### config.mk
export PLATFORM = sky130hd
export DESIGN_NAME = tei_timer
export DESIGN_NICKNAME = d
export VERILOG_FILES = /design/src/tei_pkg.sv /design/src/tei_irq_if.sv /design/src/tei_sync.sv /design/src/tei_irq.sv /design/src/tei_timer.sv
export SDC_FILE = /design/constraint.sdc
export NUM_CORES = 1
export LEC_CHECK = 0
export BUFFER_PORTS_ARGS = -buffer_cell sky130_fd_sc_hd__buf_2
export CAP_MARGIN = 20
export CORE_MARGIN = 8
export CORE_UTILIZATION = 57
export DETAILED_ROUTE_END_ITERATION = 12
export PLACE_DENSITY = 0.86
export RECOVER_POWER = 25
export SYNTH_ARGS = -nofsm -noshare
export SYNTH_HDL_FRONTEND = slang
export SYNTH_SLANG_ARGS = --single-unit
export TNS_END_PERCENT = 10
### constraint.sdc
create_clock -name clk_in -period 4.58 [get_ports clk_in]
set_input_delay 0.458 -clock clk_in [delete_from_list [all_inputs] [get_ports clk_in]]
set_output_delay 0.458 -clock clk_in [all_outputs]
set_load 0.1 [all_outputs]
### src/tei_pkg.sv
// Purpose: shared constants for the timer/event counter and its interrupt
// Assumes: 8-bit register data in the low bits of a 32-bit apb word
// Notes:   byte addresses are word aligned
package tei_pkg;

  // register byte addresses
  localparam logic [7:0] ADDR_CTRL    = 8'h00;
  localparam logic [7:0] ADDR_CNT_LO  = 8'h04;
  localparam logic [7:0] ADDR_CNT_HI  = 8'h08;
  localparam logic [7:0] ADDR_INTC    = 8'h0c;
  localparam logic [7:0] ADDR_PORTDIR = 8'h10;

  // control register field positions
  localparam int CTRL_EDGE_BIT  = 3;
  localparam int CTRL_RUN_BIT   = 4;
  localparam int CTRL_MODE_LO   = 6;
  localparam int CTRL_MODE_HI   = 7;

  // interrupt control field positions
  localparam int INTC_GIE_BIT   = 0;
  localparam int INTC_IEN_BIT   = 2;
  localparam int INTC_FLAG_BIT  = 5;

  // port direction bit of the shared timer input pin
  localparam int PORTDIR_TMR_BIT = 2;

  // values after reset
  localparam logic [7:0]  CTRL_RESET    = 8'h00;
  localparam logic [7:0]  PORTDIR_RESET = 8'hff;
  localparam logic [15:0] COUNT_RESET   = 16'h0000;

  // counter limits and interrupt vector
  localparam logic [15:0] COUNT_MAX     = 16'hffff;
  localparam logic [11:0] TIMER_VECTOR  = 12'h008;

  // mode field codes {high, low}
  localparam logic [1:0] MODE_TIMER = 2'b10;
  localparam logic [1:0] MODE_EVENT = 2'b01;
  localparam logic [1:0] MODE_PULSE = 2'b11;

endpackage

### src/tei_irq_if.sv
// Purpose: carrier between the counter core and the interrupt unit
// Assumes: single clock domain
// Notes:   sw_wr is a one-cycle strobe with sw_wdata valid
interface tei_irq_if;
  logic       ovf;
  logic       sw_wr;
  logic [7:0] sw_wdata;
  logic       gie;
  logic       ien;
  logic       flag;

  modport core (output ovf, output sw_wr, output sw_wdata,
                input gie, input ien, input flag);
  modport irq  (input ovf, input sw_wr, input sw_wdata,
                output gie, output ien, output flag);
endinterface

### src/tei_sync.sv
// Purpose: two-stage synchroniser and edge detector for the timer pin
// Assumes: pin is fully asynchronous to clk_in
// Notes:   edges are flagged in the same cycle that the second stage updates
module tei_sync (
  input  wire logic clk_in,
  input  wire logic resetn_in,
  input  wire logic pin_in,
  output logic      level_out,
  output logic      rise_out,
  output logic      fall_out
);

  typedef struct packed {
    logic meta;
    logic sync;
    logic prev;
  } tei_sync_t;

  tei_sync_t s_q;
  tei_sync_t s_d;

  // meta is read only by sync, never by edge logic
  always_comb
  begin
    s_d      = s_q;
    s_d.meta = pin_in;
    s_d.sync = s_q.meta;
    s_d.prev = s_q.sync;
  end

  // reset to the pull-high idle level, so leaving reset makes no false edge
  always_ff @(posedge clk_in or negedge resetn_in)
  begin
    if (!resetn_in)
      s_q <= '1;
    else
      s_q <= s_d;
  end

  assign level_out = s_q.sync;
  assign rise_out  = s_q.sync & ~s_q.prev;
  assign fall_out  = ~s_q.sync & s_q.prev;

endmodule // tei_sync

### src/tei_irq.sv
// Purpose: request flag, enables and vector call for the counter interrupt
// Assumes: cpu performs the push, pop and vector load on our strobes
// Notes:   the cpu owns the stack; only the program counter is saved
module tei_irq (
  input  wire logic clk_in,
  input  wire logic resetn_in,
  tei_irq_if.irq    bus,
  input  wire logic instr_boundary_in,
  input  wire logic stack_full_in,
  input  wire logic power_down_in,
  input  wire logic reti_in,
  output logic      call_out,
  output logic      pc_pop_out,
  output logic      in_service_out
);

  typedef struct packed {
    logic gie;
    logic ien;
    logic flag;
    logic in_service;
  } tei_irq_t;

  tei_irq_t s_q;
  tei_irq_t s_d;
  logic     accept;

  // take the vector only at a boundary, never while asleep or stack full
  assign accept = instr_boundary_in & s_q.gie & s_q.ien & s_q.flag
                & ~stack_full_in
                & ~power_down_in;

  always_comb
  begin
    s_d = s_q;
    if (bus.sw_wr)
    begin
      s_d.gie  = bus.sw_wdata[tei_pkg::INTC_GIE_BIT];
      s_d.ien  = bus.sw_wdata[tei_pkg::INTC_IEN_BIT];
      s_d.flag = bus.sw_wdata[tei_pkg::INTC_FLAG_BIT];
    end
    // service clears flag and global enable; no nesting unless sw re-enables
    if (accept)
    begin
      s_d.flag       = 1'b0;
      s_d.gie        = 1'b0;
      s_d.in_service = 1'b1;
    end
    // overflow is latched even while blocked; set beats any clear
    if (bus.ovf)
      s_d.flag = 1'b1;
    if (reti_in)
      s_d.in_service = 1'b0;
  end

  always_ff @(posedge clk_in or negedge resetn_in)
  begin
    if (!resetn_in)
      s_q <= '0;
    else
      s_q <= s_d;
  end

  assign call_out       = accept;
  assign pc_pop_out     = reti_in & s_q.in_service;
  assign in_service_out = s_q.in_service;
  assign bus.gie        = s_q.gie;
  assign bus.ien        = s_q.ien;
  assign bus.flag       = s_q.flag;

endmodule // tei_irq

### src/tei_timer.sv
// Purpose: 16-bit timer/event counter with apb registers and interrupt
// Assumes: pclk is clk_in; the cpu pushes pc and loads the vector on call
// Notes:   counter may lose up to two ticks while software touches the count
//
// Function
// - pull-high option stays active in timer use
// - timer mode counts every system clock
// - pulse mode counts while input condition holds
// - event input synchronised before counting
// - counting inhibited during count read or preload
// - control bit four starts and stops counting
// - overflow sets the counter request flag
// - overflow never wakes from power down
// - interrupt needs global, timer enable and flag
// - global enable low blocks all service
// - service pushes pc, jumps to 08h
// - service clears flag and global enable
// - requests during service stay latched
// - full stack holds off interrupt acknowledge
// - flag stays set until serviced or cleared
// - return pops pc and resumes
// - only pc saved on interrupt entry
// - mode decode: timer 10, event 01, pulse 11
// - overflow reloads preload and keeps counting
// - pulse end clears run bit automatically
// - low byte buffered until high byte write
//
// Decided for this implementation: the placing of the registers and the APB register port.
module tei_timer (
  input  wire logic        clk_in,
  input  wire logic        resetn_in,
  // apb slave
  input  wire logic        psel_in,
  input  wire logic        penable_in,
  input  wire logic        pwrite_in,
  input  wire logic [7:0]  paddr_in,
  input  wire logic [31:0] pwdata_in,
  input  wire logic [3:0]  pstrb_in,
  output logic      [31:0] prdata_out,
  output logic             pready_out,
  output logic             pslverr_out,
  // shared pin
  input  wire logic        shared_timer_input_pin_in,
  input  wire logic        pull_high_option_in,
  output logic             pin_pull_high_out,
  output logic      [7:0]  port_a_direction_out,
  output logic             timer_input_selected_out,
  // cpu sequencing
  input  wire logic        instr_boundary_in,
  input  wire logic        stack_full_in,
  input  wire logic        power_down_in,
  input  wire logic        reti_in,
  output logic             irq_call_out,
  output logic      [11:0] irq_vector_out,
  output logic             pc_pop_out,
  output logic             in_service_out
);

  typedef struct packed {
    logic [7:0]  ctrl;        // mode, edge select, run bit
    logic [7:0]  port_dir;    // port a direction, 1 = input
    logic [15:0] count;
    logic [15:0] preload;
    logic [7:0]  lo_wbuf;     // low byte held until high byte write
    logic [7:0]  lo_rbuf;     // low byte latched by high byte read
    logic        pw_active;   // pulse measurement in progress
    logic [31:0] rdata;
    logic        slverr;
    logic        ovf;
  } tei_state_t;

  tei_state_t s_q;
  tei_state_t s_d;

  tei_irq_if  ibus ();

  logic       pin_level;
  logic       pin_rise;
  logic       pin_fall;
  logic       setup;
  logic       access;
  logic       wr_acc;
  logic       rd_acc;
  logic       mapped;
  logic       cnt_touch;
  logic [1:0] mode;
  logic       edge_sel;
  logic       run;
  logic       start_edge;
  logic       end_edge;
  logic       tick;
  logic [7:0] wbyte;
  logic [7:0] intc_view;

  // external input never reaches the counter unsynchronised
  tei_sync u_sync (
    .clk_in    (clk_in),
    .resetn_in (resetn_in),
    .pin_in    (shared_timer_input_pin_in),
    .level_out (pin_level),
    .rise_out  (pin_rise),
    .fall_out  (pin_fall)
  );

  tei_irq u_irq (
    .clk_in            (clk_in),
    .resetn_in         (resetn_in),
    .bus               (ibus),
    .instr_boundary_in (instr_boundary_in),
    .stack_full_in     (stack_full_in),
    .power_down_in     (power_down_in),
    .reti_in           (reti_in),
    .call_out          (irq_call_out),
    .pc_pop_out        (pc_pop_out),
    .in_service_out    (in_service_out)
  );

  // apb phase decode; slave never waits
  assign setup  = psel_in & ~penable_in;
  assign access = psel_in & penable_in;
  assign wr_acc = access & pwrite_in & pstrb_in[0];
  assign rd_acc = access & ~pwrite_in;
  assign wbyte  = pwdata_in[7:0];

  assign mapped = (paddr_in == tei_pkg::ADDR_CTRL)
                | (paddr_in == tei_pkg::ADDR_CNT_LO)
                | (paddr_in == tei_pkg::ADDR_CNT_HI)
                | (paddr_in == tei_pkg::ADDR_INTC)
                | (paddr_in == tei_pkg::ADDR_PORTDIR);

  // any apb cycle aimed at the count bytes freezes counting
  // setup and access both hold the clock off, so a running timer loses
  // up to two ticks per count access; software must allow for that
  assign cnt_touch = psel_in & ((paddr_in == tei_pkg::ADDR_CNT_HI)
                   | (paddr_in == tei_pkg::ADDR_CNT_LO));

  // control field views
  assign mode     = {s_q.ctrl[tei_pkg::CTRL_MODE_HI],
                     s_q.ctrl[tei_pkg::CTRL_MODE_LO]};
  assign edge_sel = s_q.ctrl[tei_pkg::CTRL_EDGE_BIT];
  assign run      = s_q.ctrl[tei_pkg::CTRL_RUN_BIT];

  // edge select low: pulse is low-going, event counts rising edges
  assign start_edge = edge_sel ? pin_rise : pin_fall;
  assign end_edge   = edge_sel ? pin_fall : pin_rise;

  // count enable per mode
  // pin edges come through the synchroniser, so a count lags the pin by
  // about three clocks; pulses shorter than a clock may be missed
  // in pulse mode the arming cycle is not counted either
  always_comb
  begin
    tick = 1'b0;
    if (run && !cnt_touch)
    begin
      unique case (mode)
        tei_pkg::MODE_TIMER: tick = 1'b1;
        tei_pkg::MODE_EVENT: tick = edge_sel ? pin_fall : pin_rise;
        tei_pkg::MODE_PULSE: tick = s_q.pw_active & ~end_edge;
        default:             tick = 1'b0;
      endcase
    end
  end

  // interrupt control read view
  always_comb
  begin
    intc_view = 8'h00;
    intc_view[tei_pkg::INTC_GIE_BIT]  = ibus.gie;
    intc_view[tei_pkg::INTC_IEN_BIT]  = ibus.ien;
    intc_view[tei_pkg::INTC_FLAG_BIT] = ibus.flag;
  end

  // overflow is a one-cycle pulse; the request flag lives in the irq unit
  assign ibus.ovf      = s_q.ovf;
  assign ibus.sw_wr    = wr_acc & (paddr_in == tei_pkg::ADDR_INTC);
  assign ibus.sw_wdata = wbyte;

  // next state
  always_comb
  begin
    s_d     = s_q;
    s_d.ovf = 1'b0;

    // counting; overflow reloads and keeps going
    if (tick)
    begin
      if (s_q.count == tei_pkg::COUNT_MAX)
      begin
        s_d.count = s_q.preload;
        s_d.ovf   = 1'b1;
      end
      else
        s_d.count = s_q.count + 16'h0001;
    end

    // pulse width sequencing: one shot, then run drops
    if (mode == tei_pkg::MODE_PULSE && run)
    begin
      if (!s_q.pw_active && start_edge)
        s_d.pw_active = 1'b1;
      else if (s_q.pw_active && end_edge)
      begin
        s_d.pw_active                    = 1'b0;
        s_d.ctrl[tei_pkg::CTRL_RUN_BIT]  = 1'b0;
      end
    end
    else
      s_d.pw_active = 1'b0; // later edges ignored until run set again

    // register writes, taken in the access phase
    if (wr_acc)
    begin
      unique case (paddr_in)
        tei_pkg::ADDR_CTRL:
        begin
          // sw write wins over a same-cycle auto clear of run
          s_d.ctrl      = wbyte;
          s_d.pw_active = 1'b0;
        end
        tei_pkg::ADDR_CNT_LO: s_d.lo_wbuf = wbyte;
        tei_pkg::ADDR_CNT_HI:
        begin
          s_d.preload = {wbyte, s_q.lo_wbuf};
          // stopped timer takes the preload at once
          if (!run)
            s_d.count = {wbyte, s_q.lo_wbuf};
        end
        tei_pkg::ADDR_PORTDIR: s_d.port_dir = wbyte;
        default: ;
      endcase
    end

    // high byte read latches the live low byte for a later low read
    if (rd_acc && paddr_in == tei_pkg::ADDR_CNT_HI)
      s_d.lo_rbuf = s_q.count[7:0];

    // read data prepared in the setup phase, so prdata is a flop
    if (setup)
    begin
      s_d.rdata  = 32'h0000_0000;
      s_d.slverr = ~mapped;
      unique case (paddr_in)
        tei_pkg::ADDR_CTRL:    s_d.rdata[7:0] = s_q.ctrl;
        tei_pkg::ADDR_CNT_LO:  s_d.rdata[7:0] = s_q.lo_rbuf;
        tei_pkg::ADDR_CNT_HI:  s_d.rdata[7:0] = s_q.count[15:8];
        tei_pkg::ADDR_INTC:    s_d.rdata[7:0] = intc_view;
        tei_pkg::ADDR_PORTDIR: s_d.rdata[7:0] = s_q.port_dir;
        default:               s_d.rdata      = 32'h0000_0000;
      endcase
    end
  end

  // state register; count has a defined reset value although sw must load it
  always_ff @(posedge clk_in or negedge resetn_in)
  begin
    if (!resetn_in)
    begin
      s_q          <= '0;
      s_q.ctrl     <= tei_pkg::CTRL_RESET;
      s_q.port_dir <= tei_pkg::PORTDIR_RESET;
      s_q.count    <= tei_pkg::COUNT_RESET;
      s_q.preload  <= tei_pkg::COUNT_RESET;
    end
    else
      s_q <= s_d;
  end

  // apb answers: zero wait states
  // unmapped addresses read as zero with an error; writes there are dropped
  assign pready_out  = 1'b1;
  assign prdata_out  = s_q.rdata;
  assign pslverr_out = access & s_q.slverr;

  // pin routing; pull-high option is never overridden by timer use
  // the counter owns the pin only as an input in an external mode
  assign pin_pull_high_out        = pull_high_option_in;
  assign port_a_direction_out     = s_q.port_dir;
  assign timer_input_selected_out = s_q.port_dir[tei_pkg::PORTDIR_TMR_BIT]
                                  & (mode == tei_pkg::MODE_EVENT
                                  |  mode == tei_pkg::MODE_PULSE);

  // vector only; accumulator and status are left to software
  assign irq_vector_out = tei_pkg::TIMER_VECTOR;

endmodule // tei_timer

==> results of run 1 <==
-- flip-flops by register name, indices dropped and copies added, names as in the netlist --
register	count
s_q	54
u_irq.bus.flag	1
u_irq.bus.ien	1
u_sync.level_out	1
prdata_out	8
u_sync.s_q	1
mode	2
u_irq.bus.gie	1
edge_sel	1
u_irq.in_service_out	1
port_a_direction_out	8
run	1
u_sync.s_d	1
ibus.ovf	1
-- per-stage QoR --
step | utilization [%] | instances | area [um2]
finish | 60.6 | 560 | 4900
global route | 60.6 | 560 | 4900
CTS | 60.5 | 558 | 4890
detailed placement | 58.2 | 542 | 4710
global placement | 58.2 | 542 | 4710
floorplan | - | 464 | 4820
-- layout make-up --
cell class              instances  area [um2]  share of cell area (%)
inverters                       5        18.8                   0.383
clock inverters                 6        48.8                   0.995
flip-flops and latches         82        2070                    42.1
repair buffers                 53         279                    5.69
well taps                     105         131                    2.68
multi-input cells             299        2220                    45.3
clock buffers                  10         138                    2.81
-- worst max-delay path: cells and delay by family --
| kind | cells | cell delay (ns) |
|---|---|---|
| buf+inv | 3 | 2.26 |
-- what timing repair did --
item,4_1_cts,5_1_grt
setup buffers,0,0
hold buffers,0,1
hold endpoints to repair,0,8
-- power breakdown --
group          internal (mW)  switching [mW]
registers              0.730         0.00676
clock network          0.217           0.288
logic                 0.0204           0.183
total                  0.968           0.478
-- cell usage after synthesis (8+ instances only) --
cell type / count
a221o_1: 8
buf_2: 10
mux2_4: 10
nand2_1: 21
buf_4: 54
o21ai_0: 10
nor3_1: 13
nand3_1: 15
nand4_1: 8
and3_1: 9
mux2_2: 42
clkbuf_1: 12
nor2_1: 17
dfstp_2: 11
dfrtp_1: 71
and4_1: 9
mux2i_1: 9
-- routing by layer --
layer	wire length [um]	GRT usage, %	vias up
met4	228	7.14	0
met2	5190	31.0	233
met5	0	0	-
met3	1320	6.66	21
met1	4700	26.6	1706
li1	-	-	1552
-- worst min path at each step --
| stage | from | end |
|---|---|---|
| floorplan | resetn_in | edge_sel$_DFFE_PN0P_ |
| global placement | u_sync.s_d[1]$_DFF_PN1_ | u_sync.level_out$_DFF_PN1_ |
| detailed placement | u_sync.s_d[1]$_DFF_PN1_ | u_sync.level_out$_DFF_PN1_ |
| CTS | shared_timer_input_pin_in | u_sync.s_d[1]$_DFF_PN1_ |
| global route | shared_timer_input_pin_in | u_sync.s_d[1]$_DFF_PN1_ |
| finish | shared_timer_input_pin_in | u_sync.s_d[1]$_DFF_PN1_ |
-- cell families after synthesis --
family          after synthesis
simple gates                118
buf+inv                      83
flops                        82
compound gates               77
mux                          62
xor+xnor                      4
other cells                   2
fa+ha+maj                     1
==> flow_summary.ini, run 1 <==
[synth]
synthMuxAreaShare_pct = 15.7
syn_area_mm2 = 0.00469
syn_inst = 429
yosys.area_share.simple_pct = 14.8
synth.avg_cell_area_um2 = 10.9
synth_ff_type = dfrtp_1
synth_top_area_share_pct = 37.9
synth-xor-area-share_pct = 0.747
ys_async_sr_fraction_pct = 100
synth_adder_area_share_pct = 0.267
seq_area_frac_synth_pct = 44.0
yosys_warnings = 0
synth_area_leaders = dfrtp_1 38%, mux2_2 10%, buf_4 8.6%
synth_edf_count = 0
synth_top_family_by_area = multiplexers
yosys.area.top_type = dfrtp_1
synth-seq-cells = 82
synth_compound_area_share_pct = 12.9
synth.distinct_cells = 64

[cells_and_area]
drive_above_1_share_pct = 30.3
syn_to_final_growth_pct = 4.53
fillers = 664
most-common-layout-cells = 71 x dfrtp_1, 46 x buf_2, 42 x mux2_2
final_common_cell = dfrtp_1
nets = 506
diodes = 0

[run_status]
status = finished, violations left
violations = max-capacitance violations, max-slew violations

[grt]
grt_pass1_vias = 3414
overflow = 0
grt_use_total_pct = 20.4
antenna_found_initial = 0
grt_pass1_wl_mm = 18.4
grt_start_max_net_pins = 83

[worst_setup_path]
crit_end = s_q[92]$_DFFE_PN0P_
worstPathMaxFanout = 74
cp.required_ns = 4.71
cp-start-kind = input pin
r2r_slack_ns = 1.99
critPathArrivalTime_ns = 2.81
cp_slowest_stage_delay_ns = 1.36
cp-startpoint = resetn_in
worstPathCellList = dlygate4sd3_1, clkbuf_1, clkbuf_2
r2r_end = s_q[78]$_DFF_PN0_
r2r_start = u_sync.level_out$_DFF_PN1_
end_kind = asynchronous set/reset pin
critPathSlowestCell = clkbuf_2
worstSetupPathType = in -> async
rr_worst_depth = 5

[floorplan]
die_h_um = 107
num_rows = 33
start_util_pct = 58.0
ios = 114
dieArea_mm2 = 0.0114
die_x_um = 107
core_area_mm2 = 0.00809

[power]
p_per_area_mw_per_mm2 = 295
power_mw = 1.45
leakagePower_nw = 2.35
ir_drop_uv = 168

[cts]
clockBufferDepth = 2
path_clk_slew_ns = 0.08
cts-htree-levels = 3
tritoncts = built
cts_buffers = 9
cts-root-buf = clkbuf_8
post_cts_resized = 0
cts_num_sinks = 82
clk_latency_ns = 0.37

[drt]
vias = 3512
ant_nets = 0
routedWlPerCell_um = 20.4
dr.pass1.iters = 5
dr.first_iter.drc_count = 358
wl_mm = 11.4
viasPerCell = 6.27
drc_errors = 0

[placed_design]
io_buffers = 47
dpl.hpwl_mm = 8.07
gp_congestion = 0.912
dp_slack_ns = 1.88

[timing]
rsz0062_at_grt = false
fin_worst_skew_ns = 0.0113
layout_min_cycle_time_ns = 2.68
setup_viol = 0
worst_slew_pin_slew_ns = 1.82
max_slew_margin_pct = -21.3
holdWs_ns = 0.194
setup_slack_ns = 1.90
clock.fmax_mhz = 373
maxSlewViolCount = 75
period_share_pct = 58.5
setup_tns_ns = 0
final_hold_viol_count = 0

[min_path]
min_path_type = in -> reg
whs_path_depth = 1

[flow_run]
drv_cap = 1
No activity file was read; power rests on OpenSTA's default activity.
==> inputs of run 2 (changes only) <==
--- a/config.mk
+++ b/config.mk
@@ -5,12 +5,13 @@
 export SDC_FILE = /design/constraint.sdc
 export NUM_CORES = 1
 export LEC_CHECK = 0
+export ABC_AREA = 1
 export BUFFER_PORTS_ARGS = -buffer_cell sky130_fd_sc_hd__buf_2
 export CAP_MARGIN = 20
 export CORE_MARGIN = 8
-export CORE_UTILIZATION = 57
+export CORE_UTILIZATION = 54
 export DETAILED_ROUTE_END_ITERATION = 12
-export PLACE_DENSITY = 0.86
+export PLACE_DENSITY = 0.82
 export RECOVER_POWER = 25
 export SYNTH_ARGS = -nofsm -noshare
 export SYNTH_HDL_FRONTEND = slang
==> constraint.sdc (replaced) <==
create_clock -name clk_in -period 2.5 [get_ports clk_in]
set_input_delay 0.25 -clock clk_in [delete_from_list [all_inputs] [get_ports clk_in]]
set_output_delay 0.25 -clock clk_in [all_outputs]
set_load 0.1 [all_outputs]
==> flow_summary.ini, run 2 <==
[drt]
ant_nets = 0
met1_length_mm = 4.68
wl_mm = 11.3
wl_met3_mm = 1.02
viasPerCell = 5.21
dr.first_iter.drc_count = 298
dr.pass1.iters = 5
wl_met2_mm = 5.39
drc_errors = 0
routedWlPerCell_um = 14.6
top_layer = met4
vias = 4041

[run_status]
status = finished, final reports clean

[synth]
synth_area_leaders = dfrtp_1 37%, nand2_1 16%, buf_4 8.7%
synth.most_common_cell = nand2_1
synth_edf_count = 0
yosys.area.top_type = dfrtp_1
synth_commonest_cells = 202 x nand2_1, 71 x dfrtp_1, 71 x inv_1, 60 x o21ai_0, 55 x buf_4
synth_top_area_share_pct = 37.5
syn_area_mm2 = 0.00474
yosys_warnings = 0
seq_area_frac_synth_pct = 43.6
synth.avg_cell_area_um2 = 7.52
synth-seq-cells = 82
synth.distinct_cells = 34
syn_inst = 631
synth_ff_type = dfrtp_1
ys_async_sr_fraction_pct = 100

[worst_setup_path]
cp.required_ns = 2.74
r2r_end = s_q[76]$_DFF_PN0_
critPathArrivalTime_ns = 2.18
r2r_slack_ns = 0.57
end_kind = flip-flop
rr_worst_depth = 12
worstSetupPathType = reg -> reg
cp-start-kind = flip-flop
r2r_start = s_q[67]$_DFF_PN0_
worstPathMaxFanout = 19

[timing]
worst_slew_pin_slew_ns = 0.977
maxSlewViolCount = 0
final_hold_viol_count = 0
setup_tns_ns = 0
layout_min_cycle_time_ns = 1.93
rsz0062_at_grt = false
fin_worst_skew_ns = 0.0189
max_slew_margin_pct = 34.8
clock.fmax_mhz = 517
setup_viol = 0
period_share_pct = 77.3
setup_slack_ns = 0.567

[cts]
post_cts_resized = 0
clk_latency_ns = 0.36
path_clk_slew_ns = 0.08
cts-htree-levels = 3
tritoncts = built
clockBufferDepth = 2
cts_buffers = 9
cts-root-buf = clkbuf_8
cts_num_sinks = 82

[cells_and_area]
regArea_mm2 = 0.00207
syn_to_final_growth_pct = 5.17
final_common_cell = nand2_1
most-common-layout-cells = 202 x nand2_1, 71 x inv_1, 71 x dfrtp_1
largest_reg_flops = 54
regMostFlops = s_q
multiInputGateArea_mm2 = 0.00202
fillers = 781
nets = 719
final_cells = 776
drive_above_1_share_pct = 16.0
diodes = 0

[min_path]
hold_end = u_irq.in_service_out$_DFFE_PN0P_
min_path_type = in -> reg
hp-start = reti_in
whs_path_depth = 2

[placed_design]
dpl.hpwl_mm = 8.35
gp_congestion = 0.920
dp_slack_ns = 0.594
dp_cells = 757
io_buffers = 47

[grt]
grt_start_max_net_pins = 82
overflow = 0
grt_pass1_vias = 3775
grt_pass1_wl_mm = 18.1
grt_use_total_pct = 19.1
antenna_found_initial = 0

[power]
p_per_area_mw_per_mm2 = 545
ir_drop_uv = 371
leakagePower_nw = 2.64

[floorplan]
start_util_pct = 54.9
ios = 114
die_h_um = 110
num_rows = 34
die_x_um = 110
dieArea_mm2 = 0.0120
core_area_mm2 = 0.00864

[flow_run]
drv_cap = 0
[run 2: metrics by stage]
| stage | hold slack [ns] | area [um2] | power [mW] | utilization, % |
|---|---|---|---|---|
| after global placement | 0.347 | 4780 | 1.82 | 55.3 |
| after floorplan | -0.0456 | 4870 | 1.81 | - |
| final | 0.0570 | 4990 | 2.72 | 57.8 |
| after global routing | 0.0484 | 4990 | 2.81 | 57.8 |
| after CTS | 0.0430 | 4980 | 2.73 | 57.6 |
| after detailed placement | 0.349 | 4780 | 1.83 | 55.3 |
[run 2: critical path, stage by stage (launching register included)]
cell     delay [ns]
dfrtp_1        0.46
ha_1           0.24
nand2_2        0.09
nor2_4         0.15
nand2_4        0.09
nor2_8         0.29
inv_2          0.12
nand3_1        0.09
nand2_1        0.05
nand2_1        0.07
nand3_1        0.07
nand2_1        0.07
inv_1          0.04
[run 2: area by class of cell]
class | instances | share of cell area, %
Clock inverter | 5 | 0.753
Sequential cell | 82 | 41.4
Inverter | 81 | 6.15
Multi-Input combinational cell | 437 | 40.5
Clock buffer | 11 | 3.04
Timing Repair Buffer | 52 | 5.47
Tap cell | 108 | 2.71
[run 2: cell families after synthesis]
logic type / count (synthesis) / share of synthesized area, %
other: 2 / 0.158
buffers and inverters: 147 / 16.6
adders and majority gates: 1 / 0.264
DFF: 82 / 43.6
xor gates and xnor gates: 8 / 1.48
AOI/OAI and AO/OA: 84 / 9.23
muxes: 2 / 0.475
and+or+nand+nor: 305 / 28.2
[run 2: worst max-delay path by stage]
stage                                           startpoint                end  slack, ns  cells after the start
after floorplan           u_irq.in_service_out$_DFFE_PN0P_         pc_pop_out       0.61                      2
after global placement                   s_q[67]$_DFF_PN0_  s_q[78]$_DFF_PN0_       0.63                     12
after detailed placement                 s_q[67]$_DFF_PN0_  s_q[76]$_DFF_PN0_       0.59                     12
after CTS                                s_q[67]$_DFF_PN0_  s_q[76]$_DFF_PN0_       0.56                     12
after global routing            u_sync.level_out$_DFF_PN1_  s_q[82]$_DFF_PN0_       0.36                     10
final                                    s_q[67]$_DFF_PN0_  s_q[76]$_DFF_PN0_       0.57                     12
[run 2: what timing repair did]
item / 4_1_cts / 5_1_grt
hold endpoints to repair: 1 / 8
setup buffers: 0 / 0
hold buffers: 1 / 1
[run 2: report_power, final]
group	internal (mW)	switching, mW
Clock	0.418	0.493
Sequential	1.35	0.0176
Combinational	0.0466	0.395
Total	1.81	0.905
[run 2: per-layer routing]
layer	vias up	GRT usage, %
li1	1944	-
met3	20	3.81
met1	1898	24.9
met2	179	30.7
met4	0	7.23
met5	-	0
